[src/shared/idac_pkg.sv]
`default_nettype none
package idac_pkg;
  // ------------------------------------------------------------
  // Register map (special-function-register addresses)
  // ------------------------------------------------------------
  localparam logic [7:0] CTRL_ADDR   = 8'hB9;
  // Data byte addresses are not printed; chosen locally
  localparam logic [7:0] DATA_H_ADDR = 8'hBA;
  localparam logic [7:0] DATA_L_ADDR = 8'hBB;
  localparam logic [7:0] CTRL_RESET  = 8'h73;
  localparam logic [7:0] CTRL_WMASK  = 8'hF7;
  localparam logic [7:0] DATA_RESET  = 8'h00;

  // ------------------------------------------------------------
  // Control field positions
  // ------------------------------------------------------------
  localparam int EN_BIT   = 7;
  localparam int SRC_HI   = 6;
  localparam int SRC_LO   = 4;
  localparam int RJST_BIT = 2;
  localparam int OMD_HI   = 1;
  localparam int OMD_LO   = 0;
  localparam int WORD_W   = 12;

  // ------------------------------------------------------------
  // Update source codes
  // ------------------------------------------------------------
  localparam logic [2:0] SRC_T0    = 3'h0;
  localparam logic [2:0] SRC_T1    = 3'h1;
  localparam logic [2:0] SRC_T2    = 3'h2;
  localparam logic [2:0] SRC_T3    = 3'h3;
  localparam logic [2:0] SRC_RISE  = 3'h4;
  localparam logic [2:0] SRC_FALL  = 3'h5;
  localparam logic [2:0] SRC_ANY   = 3'h6;
  localparam logic [2:0] SRC_WRITE = 3'h7;

  // Timer overflow inputs, one group per timer
  typedef struct packed {
    logic       t3_split8;
    logic       t3_ovf_lo;
    logic       t3_ovf_hi;
    logic       t2_split8;
    logic       t2_ovf_lo;
    logic       t2_ovf_hi;
    logic       t1_ovf;
    logic       t0_ovf;
  } timer_ovf_s;

  // Register bus write/read request
  typedef struct packed {
    logic       wr;
    logic       rd;
    logic [7:0] addr;
    logic [7:0] wdata;
  } sfr_req_s;
endpackage
`default_nettype wire

[src/rtl/current_dac_update_control.sv]
// Functional notes
// - In a pin-edge mode both data bytes are only staged and the latch holds until the chosen pin edge.
// - On a qualifying event the staged high:low word is copied into the converter input latch.
// - Code 100 fires on a rising pin edge, 101 on a falling edge and 110 on either edge.
// - Left-justified: word 11..4 from high byte 7..0 and word 3..0 from low byte 7..4.
// - Right-justified: word 11..8 from high byte 3..0 and word 7..0 from low byte 7..0.
// - Control bit 2 clear selects left and set selects right justification.
// - Control bits 1..0 select full scale, 11 is 2 mA and the reset value, 10/01/00 are 1/0.5/0.25 mA.
// - Control bit 7 enables the channel when set.
// - Codes 000 to 011 update on an overflow of timer 0 to 3.
// - In code 111 a low-byte write is staged and a high-byte write latches both bytes at once.
// - In timer modes both bytes are held until the timer overflows, then copied.
// - Timers 2 and 3 use the low-byte overflow in 8-bit mode and high-byte overflow in 16-bit mode.
`timescale 1ns/10ps
`default_nettype none
module current_dac_update_control
  import idac_pkg::*;
(
  // Clock and reset
  input  wire logic                  clk,
  input  wire logic                  reset,
  input  wire logic                  clk_en,
  // Register bus
  input  wire idac_pkg::sfr_req_s    sfr_req,
  output logic [7:0]                 sfr_rdata,
  // Update events
  input  wire idac_pkg::timer_ovf_s  timer_ovf,
  input  wire logic                  conv_start_pin,
  // Converter side
  output logic [11:0]                dac_code,
  output logic                       channel_enable,
  output logic [1:0]                 full_scale_sel,
  output logic                       update_strobe
);
  import idac_pkg::*;

  // ------------------------------------------------------------
  // Register state
  // ------------------------------------------------------------
  logic [7:0]  ctrl_q, ctrl_d;
  logic [7:0]  data_h_q, data_h_d;
  logic [7:0]  data_l_q, data_l_d;
  logic [11:0] latch_q, latch_d;
  logic [7:0]  rdata_q, rdata_d;
  logic        sync1_q, sync1_d;
  logic        sync2_q, sync2_d;
  logic        prev_q, prev_d;
  logic        init_q, init_d;

  logic [2:0]  update_source_sel;
  logic        right_justify_sel;
  logic        rise, fall, t2_evt, t3_evt, fire, wr_h, wr_l, wr_c;
  logic [7:0]  stage_h, stage_l;
  logic [11:0] word;

  assign update_source_sel = ctrl_q[SRC_HI:SRC_LO];
  assign right_justify_sel = ctrl_q[RJST_BIT];

  // ------------------------------------------------------------
  // Event detection
  // ------------------------------------------------------------
  // The first edge sample after reset is suppressed: prev then holds its reset zero, not a pin sample
  assign rise   = init_q & sync2_q & ~prev_q;
  assign fall   = init_q & ~sync2_q & prev_q;
  assign t2_evt = timer_ovf.t2_split8 ? timer_ovf.t2_ovf_lo : timer_ovf.t2_ovf_hi;
  assign t3_evt = timer_ovf.t3_split8 ? timer_ovf.t3_ovf_lo : timer_ovf.t3_ovf_hi;
  assign wr_h   = sfr_req.wr & (sfr_req.addr == DATA_H_ADDR);
  assign wr_l   = sfr_req.wr & (sfr_req.addr == DATA_L_ADDR);
  assign wr_c   = sfr_req.wr & (sfr_req.addr == CTRL_ADDR);

  always_comb
  begin
    case (update_source_sel)
      SRC_T0:    fire = timer_ovf.t0_ovf;
      SRC_T1:    fire = timer_ovf.t1_ovf;
      SRC_T2:    fire = t2_evt;
      SRC_T3:    fire = t3_evt;
      SRC_RISE:  fire = rise;
      SRC_FALL:  fire = fall;
      SRC_ANY:   fire = rise | fall;
      SRC_WRITE: fire = wr_h;
      default:   fire = 1'b0;
    endcase
  end

  // ------------------------------------------------------------
  // Data mapping
  // ------------------------------------------------------------
  // A write landing with the event is included, so a high-byte write in
  // on-demand mode latches the freshly written byte
  // Built from the bus directly, not from the register next values, so the
  // latch path has no loop back through the register file logic
  always_comb
  begin
    stage_h = data_h_q;
    stage_l = data_l_q;
    if (wr_h)
      stage_h = sfr_req.wdata;
    if (wr_l)
      stage_l = sfr_req.wdata;
  end

  always_comb
  begin
    if (right_justify_sel)
      word = {stage_h[3:0], stage_l};
    else
      word = {stage_h, stage_l[7:4]};
  end

  // ------------------------------------------------------------
  // Register file
  // ------------------------------------------------------------
  // Reserved bit 3 is masked on write so it always reads back as zero
  always_comb
  begin
    ctrl_d   = ctrl_q;
    data_h_d = data_h_q;
    data_l_d = data_l_q;
    if (wr_c)
      ctrl_d = sfr_req.wdata & CTRL_WMASK;
    if (wr_h)
      data_h_d = sfr_req.wdata;
    if (wr_l)
      data_l_d = sfr_req.wdata;
  end

  always_ff @(posedge clk or posedge reset)
  begin
    if (reset)
    begin
      ctrl_q   <= CTRL_RESET;
      data_h_q <= DATA_RESET;
      data_l_q <= DATA_RESET;
    end
    else if (clk_en)
    begin
      ctrl_q   <= ctrl_d;
      data_h_q <= data_h_d;
      data_l_q <= data_l_d;
    end
  end

  // ------------------------------------------------------------
  // Read data
  // ------------------------------------------------------------
  // Registered for timing; the bus sees it one cycle after the strobe and
  // unmapped addresses read as zero
  always_comb
  begin
    rdata_d = rdata_q;
    if (sfr_req.rd)
    begin
      case (sfr_req.addr)
        CTRL_ADDR:   rdata_d = ctrl_q;
        DATA_H_ADDR: rdata_d = data_h_q;
        DATA_L_ADDR: rdata_d = data_l_q;
        default:     rdata_d = 8'h00;
      endcase
    end
  end

  always_ff @(posedge clk or posedge reset)
  begin
    if (reset)
      rdata_q <= 8'h00;
    else if (clk_en)
      rdata_q <= rdata_d;
  end

  // ------------------------------------------------------------
  // Converter input latch
  // ------------------------------------------------------------
  always_comb
  begin
    latch_d = latch_q;
    if (fire)
      latch_d = word;
  end

  always_ff @(posedge clk or posedge reset)
  begin
    if (reset)
      latch_q <= 12'h000;
    else if (clk_en)
      latch_q <= latch_d;
  end

  // ------------------------------------------------------------
  // Pin synchroniser
  // ------------------------------------------------------------
  // Only the second stage and its delayed copy prev feed the edge logic; the first may be metastable
  always_comb
  begin
    sync1_d = conv_start_pin;
    sync2_d = sync1_q;
    prev_d  = sync2_q;
    init_d  = 1'b1;
  end

  always_ff @(posedge clk or posedge reset)
  begin
    if (reset)
    begin
      sync1_q <= 1'b0;
      sync2_q <= 1'b0;
      prev_q  <= 1'b0;
      init_q  <= 1'b0;
    end
    else if (clk_en)
    begin
      sync1_q <= sync1_d;
      sync2_q <= sync2_d;
      prev_q  <= prev_d;
      init_q  <= init_d;
    end
  end

  // ------------------------------------------------------------
  // Outputs
  // ------------------------------------------------------------
  assign sfr_rdata      = rdata_q;
  assign dac_code       = latch_q;
  assign channel_enable = ctrl_q[EN_BIT];
  assign full_scale_sel = ctrl_q[OMD_HI:OMD_LO];
  assign update_strobe  = fire & clk_en;
endmodule
`default_nettype wire

[config.mk]
export PLATFORM = sky130hd
export DESIGN_NAME = current_dac_update_control
export DESIGN_NICKNAME = d
export VERILOG_FILES = /design/src/shared/idac_pkg.sv /design/src/rtl/current_dac_update_control.sv
export SDC_FILE = /design/constraint.sdc
export NUM_CORES = 1
export LEC_CHECK = 0
export ABC_AREA = 1
export BUFFER_PORTS_ARGS = -buffer_cell sky130_fd_sc_hd__buf_2
export CAP_MARGIN = 25
export CORE_ASPECT_RATIO = 0.9
export CORE_MARGIN = 1.5
export CORE_UTILIZATION = 31
export CTS_BUF_LIST = sky130_fd_sc_hd__clkbuf_8
export DETAILED_ROUTE_END_ITERATION = 7
export GPL_TIMING_DRIVEN = 0
export HOLD_SLACK_MARGIN = 0.05
export SKIP_LAST_GASP = 1
export SLEW_MARGIN = 20
export SYNTH_ARGS = -nofsm -noshare
export SYNTH_HDL_FRONTEND = slang
export SYNTH_SLANG_ARGS = --single-unit
export TNS_END_PERCENT = 10
[constraint.sdc]
create_clock -name clk -period 2.9 [get_ports clk]
set_input_delay 0.58 -clock clk [delete_from_list [all_inputs] [get_ports clk]]
set_output_delay 0.58 -clock clk [all_outputs]
set_load 0.03 [all_outputs]
=== After elaboration in Yosys (flattened, before gate mapping) ===
Index checks and enable logic that the tools add are counted.
Widths: inputs -> output; s select.

* Flip-flop bits (word level): 47
* Input bits: 30

* Reductions and logical operators: 4
* Bitwise gates (word level): 11
* Mux-type cells: 7
* Equal/unequal tests: 10

{| class="wikitable"
|+ Operators with widths
! operator !! number
|-
| $eq 8x8->1 const B || 3
|-
| $pmux 8 s3 || 1
|-
| $mux 8 || 2
|-
| $eq 3x3->1 const B || 4
|-
| $mux 12 || 1
|-
| $and 1x1->1 || 8
|-
| $pmux 1 s8 || 1
|-
| $eq 3x2->1 const B || 2
|-
| $reduce_and 2->1 || 3
|-
| $eq 3x1->1 const B || 1
|-
| $logic_not 3->1 || 1
|-
| $mux 1 || 2
|-
| $not 1->1 || 2
|-
| $or 1x1->1 || 1
|}

=== Depth between registers and ports, before layout ===
* Depth after elaboration: 6
* Gate-level depth with buffers: 11
* Mapped depth without buffers: 10

=== Worst setup path after synthesis ===
No wires, ideal clock.

* Path type: input port to output port
* Start: input sfr_req[10] (netlist bit)
* End: output update_strobe
* Path slack: 0.952 ns
* Required time: 2.320 ns
* Arrival: 1.368 ns
* Stages: 8
* Path through: inv_2 > nand2_2 > nor2_4 > nand4_1 > nand2_1 > nand2_2 > nor2_4 > buf_6

* Cells in the longest elaborated chain, start to end: 4

{| class="wikitable"
|+ Ends and longest elaborated chain
! item !! line !! RTL
|-
| start: declaration || current_dac_update_control.sv:24 || <nowiki>input wire idac_pkg::sfr_req_s sfr_req,</nowiki>
|-
| $eq 8x8->1 || current_dac_update_control.sv:67 || <nowiki>assign wr_h = sfr_req.wr & (sfr_req.addr == DATA_H_ADDR);</nowiki>
|-
| $and 1x1->1 || current_dac_update_control.sv:67 ||
|-
| $pmux 1 s8 || current_dac_update_control.sv:73 || <nowiki>case (update_source_sel)</nowiki>
|-
| $and 1x1->1 || current_dac_update_control.sv:226 || <nowiki>assign update_strobe = fire & clk_en;</nowiki>
|-
| end: declaration || current_dac_update_control.sv:33 || <nowiki>output logic update_strobe</nowiki>
|}

No other way between the ends.

=== Worst setup path after layout ===
* Start: register ctrl_q[5]
* End: output update_strobe

* Cells in the longest elaborated chain, start to end: 3

{| class="wikitable"
|+ Ends and longest elaborated chain
! item !! line !! RTL
|-
| start: declaration || current_dac_update_control.sv:40 || <nowiki>logic [7:0] ctrl_q, ctrl_d;</nowiki>
|-
| start signal: assignment || current_dac_update_control.sv:138 || <nowiki>ctrl_q <= ctrl_d;</nowiki>
|-
| $eq 3x3->1 (tied with other cells) || current_dac_update_control.sv:73 ||
|-
| $pmux 1 s8 (*) || current_dac_update_control.sv:73 ||
|-
| $and 1x1->1 (*) || current_dac_update_control.sv:226 ||
|}

Mark *: on every way between the ends. The rest lies on a longest branch, timed or not.

==> reports/qor_table.md <==
| Quantity | This run | Unit |
|:---|:---|:---|
| Hold_buf cts | 0 | - |
| Final clock skew | 0.00321 | ns |
| Cell area power density | 506 | nW/um^2 |
| Clock network fraction of design power | 31.0 | % |
| Post-synthesis instance area | 2660 | um^2 |
| Initial antenna violation count | 0 | - |
| Type of the most critical hold path | input pin to async pin | - |
| Number of I/O pins | 54 | - |
| Combinational family with the most area after synthesis | simple AND/OR/NAND/NOR gates | - |
| Fraction of synthesis flops using an asynchronous set or reset pin | 100 | % |
| Via count normalized by instance count | 4.86 | - |
| Fraction of synthesized cell area in xor and xnor cells | 0 | % |
| Post-detailed-placement cell area | 3090 | um^2 |
| # Post-CTS Setup Buffers | 0 | - |
| CP Data Arrival Time | 1.89 | ns |
| Post-Layout Cell Count | 523 | - |
| Number of enable flip-flop cells after synthesis | 0 | - |
| Critical path class | flop to output pin | - |
| Total global routing overflow | 0 | - |
| Effective utilization at floorplan | 32.5 | % |
| Detailed-router iteration count before antenna repair | 5 | - |
| Category of the worst setup path capture point | output pin | - |
| Total of flip-flops plus latches after synthesis | 47 | - |
| Final-report hold violation count | 0 | - |
| Leak pwr | 1.72 | nW |
| Routed wire length | 7140 | um |
| Net count of the finished layout | 437 | - |
| Setup slack of the critical path after layout | 0.433 | ns |
| Post-synthesis mux area share | 0 | % |
| Post-synthesis simple-gate area fraction | 36.7 | % |
| Result of the run | finished, final reports clean | - |
| Overall power after layout | 1.62 | mW |
| Clock latency of the later-clocked register in the worst-skew pair | 0.30 | ns |
| Setup repair after global routing missed its margin | false | - |
| Number of different library cells in the post-synthesis netlist | 27 | - |
| Clock transition at the registers of the reported paths | 0.09 | ns |
| First-pass GRT wire length | 12,100 | um |
| Dominant cell type by area after synthesis | sky130_fd_sc_hd__dfrtp_1 | - |
| Combinational fraction of design power | 22.2 | % |
| Min Clock Period, post-route | 2.47 | ns |
| Share of post-route cells with drive strength above 1 | 25.5 | % |
| Top cells by area in the synthesized netlist | sky130_fd_sc_hd__dfrtp_1 40%, sky130_fd_sc_hd__nand2_1 16%, sky130_fd_sc_hd__nand3_1 7.7% | - |
| Relative slew slack | 63.8 | % |
| Share of the cycle needed by the critical path after routing | 85.1 | % |
| Seq/Total Area, Yosys | 44.4 | % |
| Sinks on the clock net | 47 | - |
| Worst-case setup slack after placement | 0.568 | ns |
| Post-Place Cells | 515 | - |
| Total of buffers placed on input and output ports | 53 | - |
| Maximum number of pins on one net before global-route repair | 26 | - |
| Maximum Capacitance Violations | 0 | - |
| Cell at the root of the clock tree | sky130_fd_sc_hd__clkbuf_8 | - |
| Number of DRC markers in iteration 0 | 179 | - |
| Most repeated cell in the gate-level netlist after synthesis | sky130_fd_sc_hd__nand2_1 | - |
| Final count of negative-setup-slack endpoints | 0 | - |
| Die Outline Area | 9150 | um^2 |
| Die width | 101 | um |
| Footprint of the multi-input gates | 1200 | um^2 |
| Final TNS setup | 0 | ns |
| Combined global-route utilization of all metal layers | 17.0 | % |
| Routed length per placed instance | 13.6 | um |
| Number of warnings issued by yosys | 0 | - |
| CTS tree | yes | - |
| Number of CTS-inserted buffers | 5 | - |
| Placeable Area | 8180 | um^2 |
| Switching fraction of total power | 31.0 | % |
| Buffer depth of the longest clock path | 2 | - |
| Max Fanout on Critical Path | 10 | - |
| Syn nets | 376 | - |
| Final standard cell area without fillers | 3210 | um^2 |
| Number of pins with negative max-slew slack in the final report | 0 | - |
| Number of rows in the core area | 31 | - |
| Power Internal | 1.12 | mW |
| Synthesized-area fraction occupied by adder cells | 0 | % |
| Area fraction in compound gates after synthesis | 8.61 | % |
| Instance count of the mapped netlist | 346 | - |
| Portion of synthesized cell area occupied by the leading cell type | 39.5 | % |
| Required time at the worst-slack endpoint | 2.32 | ns |
| Total area of sequential cells | 1180 | um^2 |
| Die Y | 90.9 | um |
| Post-synthesis area per instance | 7.69 | um^2 |
| Top FF cell, synth | sky130_fd_sc_hd__dfrtp_1 | - |
| Sw power | 0.503 | mW |
| Via count of the routed design | 2,542 | - |
| Cell types with the highest counts after synthesis | 111 x sky130_fd_sc_hd__nand2_1, 42 x sky130_fd_sc_hd__dfrtp_1, 41 x sky130_fd_sc_hd__nand3_1 | - |
| Sequential share of power | 46.8 | % |
| Antenna-violating nets left | 0 | - |
| Nature of the critical path startpoint | flop | - |
| Count of fill cells added during filler insertion | 876 | - |
| Transition at the pin with the smallest max-transition slack | 0.543 | ns |
| Worst VDD drop | 0.000297 | V |
| Via count of the first global-routing pass | 2,423 | - |
| Level count of the clock H-tree | 2 | - |
| Last weighted congestion value of the routability-driven placer | 0.899 | - |
| Area delta synth->final | 20.6 | % |
| Antenna cells | 0 | - |
| Detailed Place HPWL | 5340 | um |
| Count of unresolved DRC violations after routing | 0 | - |
| Max Freq | 0.405 | GHz |
| # resized after CTS | 0 | - |
==> registers in the layout (all words and copies together) (netlist names) <==
| register | flops |
|---|---|
| sfr_rdata | 8 |
| prev_d | 1 |
| data_l_q | 8 |
| init_q | 1 |
| ctrl_q | 7 |
| sync1_q | 1 |
| data_h_q | 8 |
| prev_q | 1 |
| dac_code | 12 |
==> layout make-up <==
type	count	share of cell area, %
Multi-Input combinational cell	241	37.6
Sequential cell	47	36.9
Timing Repair Buffer	54	8.90
Inverter	42	4.92
Tap cell	115	4.49
Buffer	16	3.59
Clock buffer	6	2.58
Clock inverter	2	1.09
==> through the flow <==
step,util [%],hold slack (ns)
6_report,39.2,0.296
5_1_grt,39.2,0.331
4_1_cts,39.2,0.320
3_5_place_dp,37.7,0.461
3_3_place_gp,37.5,0.456
2_1_floorplan,-,0.437
==> layout by cell type (no fill, tap or decap) <==
cell type	synthesis	routed
sky130_fd_sc_hd__clkinv_2	0	1
sky130_fd_sc_hd__o21ai_0	22	22
sky130_fd_sc_hd__dfrtp_1	42	42
sky130_fd_sc_hd__buf_6	5	5
sky130_fd_sc_hd__a21oi_2	1	1
sky130_fd_sc_hd__clkbuf_1	4	4
sky130_fd_sc_hd__buf_2	2	55
sky130_fd_sc_hd__or2_2	1	1
sky130_fd_sc_hd__o211ai_1	3	3
sky130_fd_sc_hd__clkbuf_8	0	6
sky130_fd_sc_hd__o22ai_1	6	6
sky130_fd_sc_hd__bufinv_16	0	1
sky130_fd_sc_hd__inv_1	39	38
sky130_fd_sc_hd__nand4_2	2	2
sky130_fd_sc_hd__buf_12	0	1
sky130_fd_sc_hd__nand3_4	2	2
sky130_fd_sc_hd__nand3_2	3	3
sky130_fd_sc_hd__nor2_8	2	2
sky130_fd_sc_hd__buf_4	4	4
sky130_fd_sc_hd__o21ai_1	9	9
sky130_fd_sc_hd__nor3_2	1	1
sky130_fd_sc_hd__nand3_1	41	41
sky130_fd_sc_hd__nand2_2	8	8
sky130_fd_sc_hd__inv_2	3	4
sky130_fd_sc_hd__nand4_1	15	15
sky130_fd_sc_hd__nor2_1	11	11
sky130_fd_sc_hd__nand2_1	111	111
sky130_fd_sc_hd__nor2_4	2	2
sky130_fd_sc_hd__dfstp_2	5	5
sky130_fd_sc_hd__a21oi_1	1	1
sky130_fd_sc_hd__buf_1	1	1
==> routing by layer <==
layer	up-vias	GRT usage, %	share of wire, %
li1	1243	-	-
met1	1188	23.7	45
met2	102	26.0	47
met3	9	3.95	6.9
met4	0	5.16	1.4
met5	-	0	0
==> logic make-up (layout without fill, tap and decap cells) <==
group | Yosys count | after routing
simple gates | 199 | 199
buf+inv | 58 | 120
compound gates | 42 | 42
flops | 47 | 47
==> path summary, 6_finish.rpt <==
path / from / end / slack, ns / depth (start not counted)
worst max-delay path: ctrl_q[5]$_DFFE_PP1P_ / update_strobe / 0.43 / 10
worst min-delay path: reset / data_l_q[3]$_DFFE_PP0P_ / 0.30 / 2
worst max register to register: ctrl_q[5]$_DFFE_PP1P_ / dac_code[7]$_DFFE_PP0P_ / 1.28 / 10
worst min register to register: init_q$_DFFE_PP0P_ / init_q$_DFFE_PP0P_ / 0.47 / 1
max in group asynchronous: reset / ctrl_q[6]$_DFFE_PP1P_ / 2.03 / 3
min in group clk: conv_start_pin / sync1_q$_DFFE_PP0P_ / 0.47 / 3
==> critical path, stage by stage (launching register included) <==
cell                      delay (ns)
sky130_fd_sc_hd__dfstp_2        0.55
sky130_fd_sc_hd__inv_1          0.10
sky130_fd_sc_hd__nand2_1        0.07
sky130_fd_sc_hd__nand2_1        0.05
sky130_fd_sc_hd__nand2_1        0.05
sky130_fd_sc_hd__a21oi_1        0.08
sky130_fd_sc_hd__nand2_1        0.12
sky130_fd_sc_hd__nand2_2        0.07
sky130_fd_sc_hd__nor2_4         0.13
sky130_fd_sc_hd__buf_6          0.15
sky130_fd_sc_hd__buf_2          0.20
==> power groups by stage <==
stage	sequential [mW]	clock, mW	combinational, mW
floorplan	0.826	0	0.193
global placement	0.770	0	0.354
detailed placement	0.772	0	0.362
CTS	0.759	0.514	0.365
global route	0.768	0.544	0.408
finish	0.758	0.502	0.361
Power figures use the tool's default switching activity.
